<file path="config.mk">
export PLATFORM = sky130hd
export DESIGN_NAME = ocpwm_top
export DESIGN_NICKNAME = d
export VERILOG_FILES = /design/src/design/ocpwm_pkg.sv /design/src/design/ocpwm_top.sv
export SDC_FILE = /design/constraint.sdc
export NUM_CORES = 1
export LEC_CHECK = 0
export ABC_AREA = 1
export BUFFER_PORTS_ARGS = -buffer_cell sky130_fd_sc_hd__buf_4
export CAP_MARGIN = 20
export CORE_MARGIN = 3
export CORE_UTILIZATION = 49
export DETAILED_ROUTE_END_ITERATION = 10
export HOLD_SLACK_MARGIN = 0.08
export PLACE_DENSITY = 0.66
export SLEW_MARGIN = 15
export SYNTH_ARGS = -nofsm -noshare
export SYNTH_HDL_FRONTEND = slang
export SYNTH_SLANG_ARGS = --single-unit
</file>
<file path="constraint.sdc">
create_clock -name CLK_SYS -period 2.9 [get_ports CLK_SYS]
set_input_delay 0.29 -clock CLK_SYS [delete_from_list [all_inputs] [get_ports CLK_SYS]]
set_output_delay 0.29 -clock CLK_SYS [all_outputs]
set_load 0.02 [all_outputs]
</file>
<file path="src/design/ocpwm_pkg.sv">
package ocpwm_pkg;
  // ==========================================================================
  // Register map, byte addresses of aligned 32-bit words.
  localparam logic [4:0] ADDR_CTRL1 = 5'h00;
  localparam logic [4:0] ADDR_CTRL2 = 5'h04;
  localparam logic [4:0] ADDR_PRI = 5'h08;
  localparam logic [4:0] ADDR_SEC = 5'h0C;
  localparam logic [4:0] ADDR_TB = 5'h10;
  localparam logic [4:0] ADDR_STAT = 5'h14;
  // ==========================================================================
  // Field positions.
  localparam int C1_PRE_BIT = 3;
  localparam int C1_FEN_BIT = 4;
  localparam int C2_DCB_LO = 9;
  localparam int ST_FLT_BIT = 0;
  localparam int ST_LVL_BIT = 1;
  // ==========================================================================
  // Reset values.
  localparam logic [15:0] CTRL1_RST = 16'h0000;
  localparam logic [15:0] CTRL2_RST = 16'h0000;
  localparam logic [15:0] VAL_RST = 16'h0000;
  // ==========================================================================
  // Compare mode encodings.
  localparam logic [2:0] M_OFF = 3'h0;
  localparam logic [2:0] M_SS_HI = 3'h1;
  localparam logic [2:0] M_SS_LO = 3'h2;
  localparam logic [2:0] M_TOG = 3'h3;
  localparam logic [2:0] M_DBL_ONE = 3'h4;
  localparam logic [2:0] M_DBL_RUN = 3'h5;
  localparam logic [2:0] M_PWM_EDGE = 3'h6;
  localparam logic [2:0] M_PWM_CTR = 3'h7;
  // ==========================================================================
  // Timing: one instruction cycle spans four system clocks.
  localparam logic [1:0] PHASE_LAST = 2'h3;
  localparam logic [2:0] PRE_LAST = 3'h7;
  localparam logic [1:0] RESP_OKAY = 2'h0;
  localparam logic [1:0] RESP_SLVERR = 2'h2;
  // Progress of the one-shot and double compare sequences.
  typedef enum logic [3:0] {
    ST_IDLE = 4'b0001,
    ST_WPRI = 4'b0010,
    ST_WSEC = 4'b0100,
    ST_DONE = 4'b1000
  } ocpwm_st_t;
endpackage : ocpwm_pkg

</file>
<file path="src/design/ocpwm_top.sv">
// What this block does
// Two-bit falling-edge delay field sits in control two at bits 10:9.
// Delay value 10 puts the falling edge halfway through the match cycle.
// Software must not use the delay field in mode 001.
// In both PWM modes the delay field is double-buffered per period.
// The delay counts system clocks even when the prescaler is on.
// Delay feature is meant for a channel clocked from the system clock.
// Mode 111 produces center-aligned PWM on the output pin.
// Mode 110 produces edge-aligned PWM on the output pin.
// Mode 101 starts low, toggles on alternate primary/secondary matches, forever.
// Mode 100 starts low, toggles on primary then secondary match, one pulse.
// Mode 011 toggles the output on every compare event.
// Mode 010 starts high and drops low once on the compare event.
// Mode 001 starts low and rises once on the compare event.
// Mode 000 disables the channel with no compare activity.
// Fault comparator: channels 1-2 use 1, 3-4 use 2, 5 uses 3.
// Edge PWM: high at period start, low at duty match, period from secondary.
//
// Chosen here: the register offsets and register access over AXI4-Lite.
module ocpwm_top #(
  parameter int CHAN_NUM = 1
) (
  input wire logic CLK_SYS, // System clock, 250 MHz.
  input wire logic RST_B, // Asynchronous reset, active low.
  input wire logic [2:0] CMP_IN, // Analog comparator outputs 1..3.
  output logic COMPARE_OUT, // Compare output pin.
  input wire logic [4:0] S_AXI_AWADDR, // Write address.
  input wire logic S_AXI_AWVALID, // Write address valid.
  output logic S_AXI_AWREADY, // Write address ready.
  input wire logic [31:0] S_AXI_WDATA, // Write data.
  input wire logic [3:0] S_AXI_WSTRB, // Write byte strobes.
  input wire logic S_AXI_WVALID, // Write data valid.
  output logic S_AXI_WREADY, // Write data ready.
  output logic [1:0] S_AXI_BRESP, // Write response.
  output logic S_AXI_BVALID, // Write response valid.
  input wire logic S_AXI_BREADY, // Write response ready.
  input wire logic [4:0] S_AXI_ARADDR, // Read address.
  input wire logic S_AXI_ARVALID, // Read address valid.
  output logic S_AXI_ARREADY, // Read address ready.
  output logic [31:0] S_AXI_RDATA, // Read data.
  output logic [1:0] S_AXI_RRESP, // Read response.
  output logic S_AXI_RVALID, // Read data valid.
  input wire logic S_AXI_RREADY // Read data ready.
);
  // ==========================================================================
  // Bus slave: address and data are latched separately, written together.
  logic aw_got_r, w_got_r, bvalid_r, rvalid_r;
  logic [4:0] awaddr_r;
  logic [31:0] wdata_r, rdata_r;
  logic [3:0] wstrb_r;
  logic [1:0] bresp_r, rresp_r;
  logic [15:0] ctrl1_r, ctrl2_r, pri_r, sec_r;
  logic flt_flag_r;
  wire aw_hs = S_AXI_AWVALID && S_AXI_AWREADY;
  wire w_hs = S_AXI_WVALID && S_AXI_WREADY;
  wire ar_hs = S_AXI_ARVALID && S_AXI_ARREADY;
  wire do_wr = aw_got_r && w_got_r && !bvalid_r;
  wire wr_c1 = do_wr && awaddr_r == ocpwm_pkg::ADDR_CTRL1;
  wire wr_c2 = do_wr && awaddr_r == ocpwm_pkg::ADDR_CTRL2;
  wire wr_pri = do_wr && awaddr_r == ocpwm_pkg::ADDR_PRI;
  wire wr_sec = do_wr && awaddr_r == ocpwm_pkg::ADDR_SEC;
  wire wr_st = do_wr && awaddr_r == ocpwm_pkg::ADDR_STAT;
  wire wr_ok = wr_c1 || wr_c2 || wr_pri || wr_sec || wr_st
    || awaddr_r == ocpwm_pkg::ADDR_TB;
  assign S_AXI_AWREADY = !aw_got_r && !bvalid_r;
  assign S_AXI_WREADY = !w_got_r && !bvalid_r;
  assign S_AXI_ARREADY = !rvalid_r;
  assign S_AXI_BVALID = bvalid_r;
  assign S_AXI_BRESP = bresp_r;
  assign S_AXI_RVALID = rvalid_r;
  assign S_AXI_RDATA = rdata_r;
  assign S_AXI_RRESP = rresp_r;

  // Byte-lane merge: only the low two lanes hold register bits.
  function automatic logic [15:0] merge(input logic [15:0] old);
    merge = {wstrb_r[1] ? wdata_r[15:8] : old[15:8],
             wstrb_r[0] ? wdata_r[7:0] : old[7:0]};
  endfunction : merge

  // Handshake state of the write channel.
  always_ff @(posedge CLK_SYS or negedge RST_B) begin
    if (!RST_B) begin
      aw_got_r <= 1'b0;
      w_got_r <= 1'b0;
      bvalid_r <= 1'b0;
      bresp_r <= ocpwm_pkg::RESP_OKAY;
      awaddr_r <= 5'h00;
      wdata_r <= 32'h0000_0000;
      wstrb_r <= 4'h0;
    end else begin
      if (aw_hs) begin
        aw_got_r <= 1'b1;
        awaddr_r <= {S_AXI_AWADDR[4:2], 2'b00};
      end
      if (w_hs) begin
        w_got_r <= 1'b1;
        wdata_r <= S_AXI_WDATA;
        wstrb_r <= S_AXI_WSTRB;
      end
      if (do_wr) begin
        bvalid_r <= 1'b1;
        bresp_r <= wr_ok ? ocpwm_pkg::RESP_OKAY : ocpwm_pkg::RESP_SLVERR;
        aw_got_r <= 1'b0;
        w_got_r <= 1'b0;
      end else if (bvalid_r && S_AXI_BREADY) begin
        bvalid_r <= 1'b0;
      end
    end
  end

  // ==========================================================================
  // Instruction-cycle phase and prescaler; tick advances the timebase.
  logic [1:0] phase_r;
  logic [2:0] pre_r;
  wire [2:0] mode = ctrl1_r[2:0];
  wire pre_en = ctrl1_r[ocpwm_pkg::C1_PRE_BIT];
  wire instr_end = phase_r == ocpwm_pkg::PHASE_LAST;
  wire tick = instr_end && (!pre_en || pre_r == ocpwm_pkg::PRE_LAST);
  always_ff @(posedge CLK_SYS or negedge RST_B) begin
    if (!RST_B) begin
      phase_r <= 2'h0;
      pre_r <= 3'h0;
    end else begin
      phase_r <= phase_r + 2'h1;
      if (instr_end) pre_r <= pre_en ? pre_r + 3'h1 : 3'h0;
    end
  end

  // ==========================================================================
  // Fault input: the selected comparator is chosen after synchronising.
  localparam int FSEL = (CHAN_NUM <= 2) ? 0 : (CHAN_NUM <= 4) ? 1 : 2;
  logic [2:0] cmp_s1_r, cmp_s2_r;
  wire pwm_mode = mode == ocpwm_pkg::M_PWM_EDGE || mode == ocpwm_pkg::M_PWM_CTR;
  wire flt_hit = cmp_s2_r[FSEL] && ctrl1_r[ocpwm_pkg::C1_FEN_BIT] && pwm_mode;
  wire flt_block = flt_flag_r && pwm_mode;

  // ==========================================================================
  // Timebase, direction and compare events.
  logic [15:0] tb_r, tb_nxt;
  logic dir_r, dir_nxt;
  wire ev_pri = tick && tb_r == pri_r;
  wire ev_sec = tick && tb_r == sec_r;
  wire wraps = mode == ocpwm_pkg::M_DBL_ONE || mode == ocpwm_pkg::M_DBL_RUN
    || mode == ocpwm_pkg::M_PWM_EDGE;
  wire upd = tick && ((mode == ocpwm_pkg::M_PWM_EDGE && tb_r == sec_r)
    || (mode == ocpwm_pkg::M_PWM_CTR && !dir_r && tb_r == 16'h0000));

  // Center mode counts up to the secondary value and back down to zero.
  always_comb begin
    tb_nxt = tb_r;
    dir_nxt = dir_r;
    if (mode == ocpwm_pkg::M_OFF || wr_c1) begin
      tb_nxt = 16'h0000;
      dir_nxt = 1'b1;
    end else if (tick && mode == ocpwm_pkg::M_PWM_CTR) begin
      if (dir_r && tb_r >= sec_r) begin
        dir_nxt = 1'b0;
        tb_nxt = (tb_r == 16'h0000) ? 16'h0000 : tb_r - 16'h0001;
      end else if (!dir_r && tb_r == 16'h0000) begin
        dir_nxt = 1'b1;
        tb_nxt = (sec_r == 16'h0000) ? 16'h0000 : 16'h0001;
      end else begin
        tb_nxt = dir_r ? tb_r + 16'h0001 : tb_r - 16'h0001;
      end
    end else if (tick) begin
      tb_nxt = (wraps && tb_r == sec_r) ? 16'h0000 : tb_r + 16'h0001;
    end
  end

  // ==========================================================================
  // Waveform level per mode; the pin follows with the falling-edge delay.
  ocpwm_pkg::ocpwm_st_t st_r, st_nxt;
  logic lvl_r, lvl_nxt;
  always_comb begin
    st_nxt = st_r;
    lvl_nxt = lvl_r;
    if (wr_c1) begin
      st_nxt = ocpwm_pkg::ST_WPRI;
      lvl_nxt = wdata_r[2:0] == ocpwm_pkg::M_SS_LO;
    end else begin
      case (mode)
        ocpwm_pkg::M_SS_HI: if (st_r == ocpwm_pkg::ST_WPRI && ev_pri) begin
          lvl_nxt = 1'b1;
          st_nxt = ocpwm_pkg::ST_DONE;
        end
        ocpwm_pkg::M_SS_LO: if (st_r == ocpwm_pkg::ST_WPRI && ev_pri) begin
          lvl_nxt = 1'b0;
          st_nxt = ocpwm_pkg::ST_DONE;
        end
        ocpwm_pkg::M_TOG: if (ev_pri) lvl_nxt = !lvl_r;
        ocpwm_pkg::M_DBL_ONE, ocpwm_pkg::M_DBL_RUN: begin
          if (st_r == ocpwm_pkg::ST_WPRI && ev_pri) begin
            lvl_nxt = 1'b1;
            st_nxt = ocpwm_pkg::ST_WSEC;
          end else if (st_r == ocpwm_pkg::ST_WSEC && ev_sec) begin
            lvl_nxt = 1'b0;
            st_nxt = (mode == ocpwm_pkg::M_DBL_RUN) ? ocpwm_pkg::ST_WPRI
              : ocpwm_pkg::ST_DONE;
          end
        end
        ocpwm_pkg::M_PWM_EDGE: begin
          if (flt_block) lvl_nxt = 1'b0;
          else if (ev_pri) lvl_nxt = 1'b0;
          else if (tick && tb_r == 16'h0000) lvl_nxt = 1'b1;
        end
        ocpwm_pkg::M_PWM_CTR: begin
          if (flt_block) lvl_nxt = 1'b0;
          else if (tick) lvl_nxt = tb_r < pri_r;
        end
        default: begin
          lvl_nxt = 1'b0;
          st_nxt = ocpwm_pkg::ST_IDLE;
        end
      endcase
    end
  end

  // Delay field is buffered at the period boundary in PWM, direct otherwise.
  logic [1:0] dcb_r, dly_r;
  logic out_r;
  wire [1:0] dcb_fld = ctrl2_r[ocpwm_pkg::C2_DCB_LO +: 2];
  wire [1:0] dcb_use = (mode == ocpwm_pkg::M_SS_HI) ? 2'h0 : dcb_r;
  assign COMPARE_OUT = out_r;

  // Rising edges pass after one clock; falling edges wait dcb_use more
  // system clocks, so a quarter instruction cycle per step whatever the
  // prescaler does.
  always_ff @(posedge CLK_SYS or negedge RST_B) begin
    if (!RST_B) begin
      tb_r <= ocpwm_pkg::VAL_RST;
      dir_r <= 1'b1;
      st_r <= ocpwm_pkg::ST_IDLE;
      lvl_r <= 1'b0;
      dcb_r <= 2'h0;
      dly_r <= 2'h0;
      out_r <= 1'b0;
      cmp_s1_r <= 3'h0;
      cmp_s2_r <= 3'h0;
    end else begin
      tb_r <= tb_nxt;
      dir_r <= dir_nxt;
      st_r <= st_nxt;
      lvl_r <= lvl_nxt;
      cmp_s1_r <= CMP_IN;
      cmp_s2_r <= cmp_s1_r;
      if (!pwm_mode || upd) dcb_r <= dcb_fld;
      if (lvl_r) begin
        out_r <= 1'b1;
        dly_r <= 2'h0;
      end else if (out_r) begin
        if (dly_r == dcb_use) out_r <= 1'b0;
        else dly_r <= dly_r + 2'h1;
      end else begin
        dly_r <= 2'h0;
      end
    end
  end

  // ==========================================================================
  // Register file; the fault flag set wins over a clearing write.
  always_ff @(posedge CLK_SYS or negedge RST_B) begin
    if (!RST_B) begin
      ctrl1_r <= ocpwm_pkg::CTRL1_RST;
      ctrl2_r <= ocpwm_pkg::CTRL2_RST;
      pri_r <= ocpwm_pkg::VAL_RST;
      sec_r <= ocpwm_pkg::VAL_RST;
      flt_flag_r <= 1'b0;
    end else begin
      if (wr_c1) ctrl1_r <= merge(ctrl1_r);
      if (wr_c2) ctrl2_r <= merge(ctrl2_r);
      if (wr_pri) pri_r <= merge(pri_r);
      if (wr_sec) sec_r <= merge(sec_r);
      if (flt_hit) flt_flag_r <= 1'b1;
      else if (wr_st && wstrb_r[0] && wdata_r[ocpwm_pkg::ST_FLT_BIT]) flt_flag_r <= 1'b0;
    end
  end

  // Read path; unmapped addresses answer SLVERR with zero data.
  wire [4:0] ra = {S_AXI_ARADDR[4:2], 2'b00};
  wire [15:0] stat = {10'h000, st_r, lvl_r, flt_flag_r};
  wire rd_ok = ra <= ocpwm_pkg::ADDR_STAT;
  wire [15:0] rsel = (ra == ocpwm_pkg::ADDR_CTRL1) ? ctrl1_r
    : (ra == ocpwm_pkg::ADDR_CTRL2) ? ctrl2_r
    : (ra == ocpwm_pkg::ADDR_PRI) ? pri_r
    : (ra == ocpwm_pkg::ADDR_SEC) ? sec_r
    : (ra == ocpwm_pkg::ADDR_TB) ? tb_r
    : (ra == ocpwm_pkg::ADDR_STAT) ? stat : 16'h0000;
  always_ff @(posedge CLK_SYS or negedge RST_B) begin
    if (!RST_B) begin
      rvalid_r <= 1'b0;
      rdata_r <= 32'h0000_0000;
      rresp_r <= ocpwm_pkg::RESP_OKAY;
    end else if (ar_hs) begin
      rvalid_r <= 1'b1;
      rdata_r <= {16'h0000, rsel};
      rresp_r <= rd_ok ? ocpwm_pkg::RESP_OKAY : ocpwm_pkg::RESP_SLVERR;
    end else if (rvalid_r && S_AXI_RREADY) begin
      rvalid_r <= 1'b0;
    end
  end
endmodule : ocpwm_top

</file>
Word level (Yosys, flattened, before mapping)
Index checks and enable logic that the tools add are counted.
{ "word_totals": {"ff_bits": 144, "input_bits": 56, "out_inout_bits": 42, "wordCells": 209} }
{ "op_classes": {"addsub": 5, "order_cmp": 3, "n_eq_ne": 34, "mux": 57, "reduce_logical": 80} }
{ "ops": {"columns": ["op", "count"], "rows": [
  ["two-way mux 16 bit", 13],
  ["logical AND 1 bit", 33],
  ["equality test 16 bit", 2],
  ["zero test 16 bit", 2],
  ["two-way mux 1 bit", 29],
  ["equality test 3 bit, second input constant", 9],
  ["equality test 3 x 2 -> 1 bit, second input constant", 7],
  ["two-way mux 4 bit", 5],
  ["AND reduction 2 bit", 9],
  ["adder 16 x 1 -> 16 bit, second input constant", 1],
  ["greater-or-equal comparator 16 bit", 1],
  ["< comparator 16 bit", 1],
  ["subtractor 16 x 1 -> 16 bit, second input constant", 1],
  ["logical OR 1 bit", 12],
  ["two-way mux 2 bit", 6],
  ["!= test 3 bit, second input constant", 4],
  ["case mux 4 bit (3 select lines)", 1],
  ["nonzero test 2 bit", 6],
  ["zero test 5 bit", 2],
  ["equality test 3 x 1 -> 1 bit, second input constant", 3],
  ["zero test 1 bit", 8],
  ["!= test 4 bit, second input constant", 2],
  ["two-way mux 6 bit", 1],
  ["case mux 1 bit (6 select lines)", 1],
  ["17 further kinds", 20]
]} }

Longest topological paths before layout
{ "logic_depth": {"depth_word": 9, "ltp_mapped": 18, "mapped_depth_nobuf": 18} }

Worst setup path before layout
OpenSTA, ideal clock, no wires.
{ "synth_path": {"path_type": "flip-flop to flip-flop", "start": "register tb_r[11]", "end": "register tb_r[10]", "t_arrival_ns": 1.759, "t_required_ns": 2.784, "path_slack_ns": 1.024, "stages_incl_launch_ff": 16, "path_buffers": 0, "synth_period_minus_slack_ns": 1.876, "cell_sequence": "dfrtp_1 > ha_1 > nand2_1 > nor2_1 > nand2_1 > nor2_1 > nand2_1 > nand2_1 > nor2_1 > nand3_2 > nand2_1 > inv_2 > nand2_1 > nand3_1 > nand2_1 > nand2_1"} }
{ "synth_via": {"elab_chain_len": 6} }
{ "synth_lines": {"columns": ["element", "line", "rtl"], "rows": [
  ["start: declaration", "ocpwm_top.sv:139", "logic [15:0] tb_r, tb_nxt;"],
  ["start signal: assignment", "ocpwm_top.sv:230", "tb_r <= ocpwm_pkg::VAL_RST;"],
  ["start signal: assignment", "ocpwm_top.sv:240", "tb_r <= tb_nxt;"],
  ["branches (longest 4 deep; another with greater-or-equal comparator 16 bit)", null, null],
  ["two-way mux 16 bit *", "ocpwm_top.sv:155", "end else if (tick && mode == ocpwm_pkg::M_PWM_CTR) begin"],
  ["two-way mux 16 bit *", "ocpwm_top.sv:152", "if (mode == ocpwm_pkg::M_OFF || wr_c1) begin"]
]} }
Every way passes the cells marked *. The select of a mux whose other input is x is not followed.
A chain may end at the register's enable or synchronous reset.

Worst setup path after layout
{ "layout_path": {"start": "register pre_r[0]", "end": "register tb_r[1]"} }
{ "layout_via": {"elab_chain_len": 6} }
{ "layout_lines": {"columns": ["element", "line", "rtl"], "rows": [
  ["start: declaration", "ocpwm_top.sv:114", "logic [2:0] pre_r;"],
  ["start signal: assignment", "ocpwm_top.sv:125", "if (instr_end) pre_r <= pre_en ? pre_r + 3'h1 : 3'h0;"],
  ["equality test 3 bit *", "ocpwm_top.sv:118", "wire tick = instr_end && (!pre_en || pre_r == ocpwm_pkg::PRE_LAST);"],
  ["logical OR 1 bit *", "ocpwm_top.sv:118", null],
  ["logical AND 1 bit *", "ocpwm_top.sv:118", null],
  ["logical AND 1 bit", "ocpwm_top.sv:155", null],
  ["two-way mux 16 bit", "ocpwm_top.sv:155", null],
  ["two-way mux 16 bit", "ocpwm_top.sv:152", null]
]} }
Every way passes the cells marked *; elsewhere a longest branch is shown, timed or not.

==> impl_metrics.json <==
{
  "p_leak_nw": 4.864,
  "ir_worst_vdd_mv": 0.7391,
  "power_density_nw_per_um2": 797.6,
  "cp_max_fo": 13,
  "fp-row-count": 47,
  "r2r_cells": 7,
  "netlist_top_cells_area": "dfrtp_1 42%, nand2_1 13%, ha_1 5.6%",
  "maxCapViolCount": 0,
  "synth_top_area_share_pct": 41.51,
  "max-slew-margin-rel_pct": 32.58,
  "grt_max_degree": 73,
  "num-nets-final": 1255,
  "rsz0062_at_grt": "no",
  "status": "complete, no violations",
  "wl_mm": 22.20,
  "first_global_vias": 6967,
  "nFillCells": 1549,
  "start_util_pct": 50.54,
  "synthCells": 1098,
  "clk-insertion-delay-late_ns": 0.43,
  "cts_buffer_depth": 2,
  "viasPerCell": 5.324,
  "routedWlPerCell_um": 15.93,
  "synth.most_common_cell": "nand2_1",
  "die_h_um": 137.2,
  "hold-path-cell-count": 3,
  "root_buffer": "clkbuf_16",
  "placed_cell_area_um2": 9025,
  "yosys_warnings": 0,
  "fin_ws_ns": 0.5152,
  "yosys.area.top_type": "dfrtp_1",
  "antenna_left": 0,
  "critical_path_required_ns": 3.23,
  "diodes": 0,
  "max_freq_ghz": 0.4193,
  "syn_area_um2": 8441,
  "layout-drive-gt1-share_pct": 14.40,
  "multi_input_area_um2": 4145,
  "dieWidth_um": 137.2,
  "period_share_pct": 82.24,
  "tritoncts": "done",
  "fin_crit_ns": 2.385,
  "worst_hold_slack_ns": 0.09896,
  "area_growth_pct": 14.66,
  "place.port_buffers": 55,
  "yosysSeqAreaShare_pct": 42.13,
  "cp-start-kind": "flop",
  "synth-seq-cells": 142,
  "hold_buffers": 5,
  "cts_resized": 0,
  "vias": 7422,
  "hpwl_mm": 16.77,
  "synth_edf_count": 0,
  "cts_buffers": 17,
  "synth_flop_cell": "dfrtp_1",
  "final-seq-area_um2": 3556,
  "drv_slew": 0,
  "overflow": 0,
  "syn_area_per_cell_um2": 7.687,
  "fp.dieArea_um2": 18840,
  "initialDrtViolationCount": 585,
  "fin_setup_tns_ns": 0,
  "cts.sinks": 142,
  "antenna_found_initial": 0,
  "finalSetupViolCount": 0,
  "design_area_um2": 9678,
  "skew_ns": 0.01691,
  "crit_type": "flop to flop",
  "clkSlewWorstSetupHoldPaths_ns": 0.08,
  "drc_errors": 0,
  "crit_path_end_kind": "flop",
  "grt_pass1_wl_mm": 37.01,
  "synth.top_cells.by_count": "298 x nand2_1, 140 x dfrtp_1, 114 x inv_1",
  "grt.total_usage_pct": 25.28,
  "h-tree-depth": 4,
  "arrival_ns": 2.71,
  "post-cts-setup-buffer-count": 0,
  "core_um2": 16700,
  "tightest_slew_ns": 1.008,
  "io_pins": 98,
  "hold_viol": 0,
  "routabilityCongestion": 0.8901,
  "synth_cell_types": 43,
  "dp_slack_ns": 0.5532,
  "drt_pass1_iterations": 6,
  "hold_class": "input port to flop",
  "synthArstFlopShare_pct": 100.0
}
cell type report:
type	instances	share of cell area (%)
Clock buffer	17	4.396
Clock inverter	15	1.836
Inverter	138	5.365
Multi-Input combinational cell	787	42.83
Sequential cell	142	36.74
Tap cell	220	2.844
Timing Repair Buffer	75	5.986
critical path, stage by stage, from the launching register on:
cell and delay [ns]:
dfrtp_1 0.40, ha_1 0.20, ha_1 0.20, nor2_4 0.16
nor2_8 0.07, nor2_1 0.78, inv_1 0.25, o22ai_1 0.24
per-stage QoR:
stage | util [%] | power [mW] | std cells
final | 57.95 | 7.719 | 1394
after CTS | 57.95 | 7.754 | 1394
after floorplan | - | 4.697 | 1115
after global placement | 54.04 | 5.442 | 1357
after detailed placement | 54.04 | 5.520 | 1357
after global routing | 57.95 | 8.308 | 1394
path summary, 6_finish.rpt:
path                           startpoint          end  slack [ns]
setup / recovery                 pre_r[0]      tb_r[1]        0.52
hold / removal             S_AXI_WDATA[3]   wdata_r[3]         0.1
setup reg to reg                 pre_r[0]      tb_r[1]        0.52
hold reg to reg               cmp_s1_r[0]  cmp_s2_r[0]        0.36
max in group asynchronous           RST_B    sec_r[10]        1.68
min in group asynchronous           RST_B  COMPARE_OUT        0.45
cells in the final DEF (no fill, tap or decap), types with 6 or more instances in the layout:
master     count
a21oi_1       59
a221o_1        8
buf_4         69
clkbuf_16     17
conb_1        18
dfrtp_1      140
ha_1          38
inv_1        114
inv_2         22
inv_8          7
nand2_1      298
nand2_2        8
nand3_1       53
nand3_2        7
nand4_1       10
nor2_1        69
nor2_2         9
nor2_4         6
nor3_1         7
nor4_1         8
o21ai_0       85
o21ai_1       26
o22ai_1       25
xor2_1        22
metal layers:
metal  up-vias  part of all wire, %  GRT usage (%)
li1       3697                    -              -
met1      3484                   47          35.80
met2       204                   45          38.72
met3        37                  5.9          5.734
met4         0                  2.5          8.149
met5         -                    0              0
registers in the layout, indices dropped and copies added, names as in the netlist, 2 cells and up:
name / cells
S_AXI_RDATA: 16
awaddr_r: 3
ctrl1_r: 16
ctrl2_r: 16
dcb_r: 2
dly_r: 2
phase_r: 2
pre_r: 3
pri_r: 16
sec_r: 16
st_r: 4
tb_r: 16
wdata_r: 16
wstrb_r: 2
power by group:
part / total (mW) / leakage (nW) / switching, mW / internal [mW]
logic: 2.47 / 2.74 / 1.61 / 0.854
clock network: 2.21 / 0.293 / 1.04 / 1.17
registers: 3.04 / 1.83 / 0.459 / 2.58
cells by family (layout without fill, tap and decap cells):
family | count (synthesis) | in the layout | share of synthesized area, %
DFF | 142 | 142 | 42.13
xor gates and xnor gates | 22 | 22 | 2.283
and+or+nand+nor | 483 | 483 | 25.21
muxes | 3 | 3 | 0.3854
other | 1 | 18 | 0.04443
buffers and inverters | 186 | 245 | 9.517
adders and majority gates | 38 | 38 | 5.633
AOI/OAI and AO/OA | 223 | 223 | 14.79
Power figures use the tool's default switching activity.
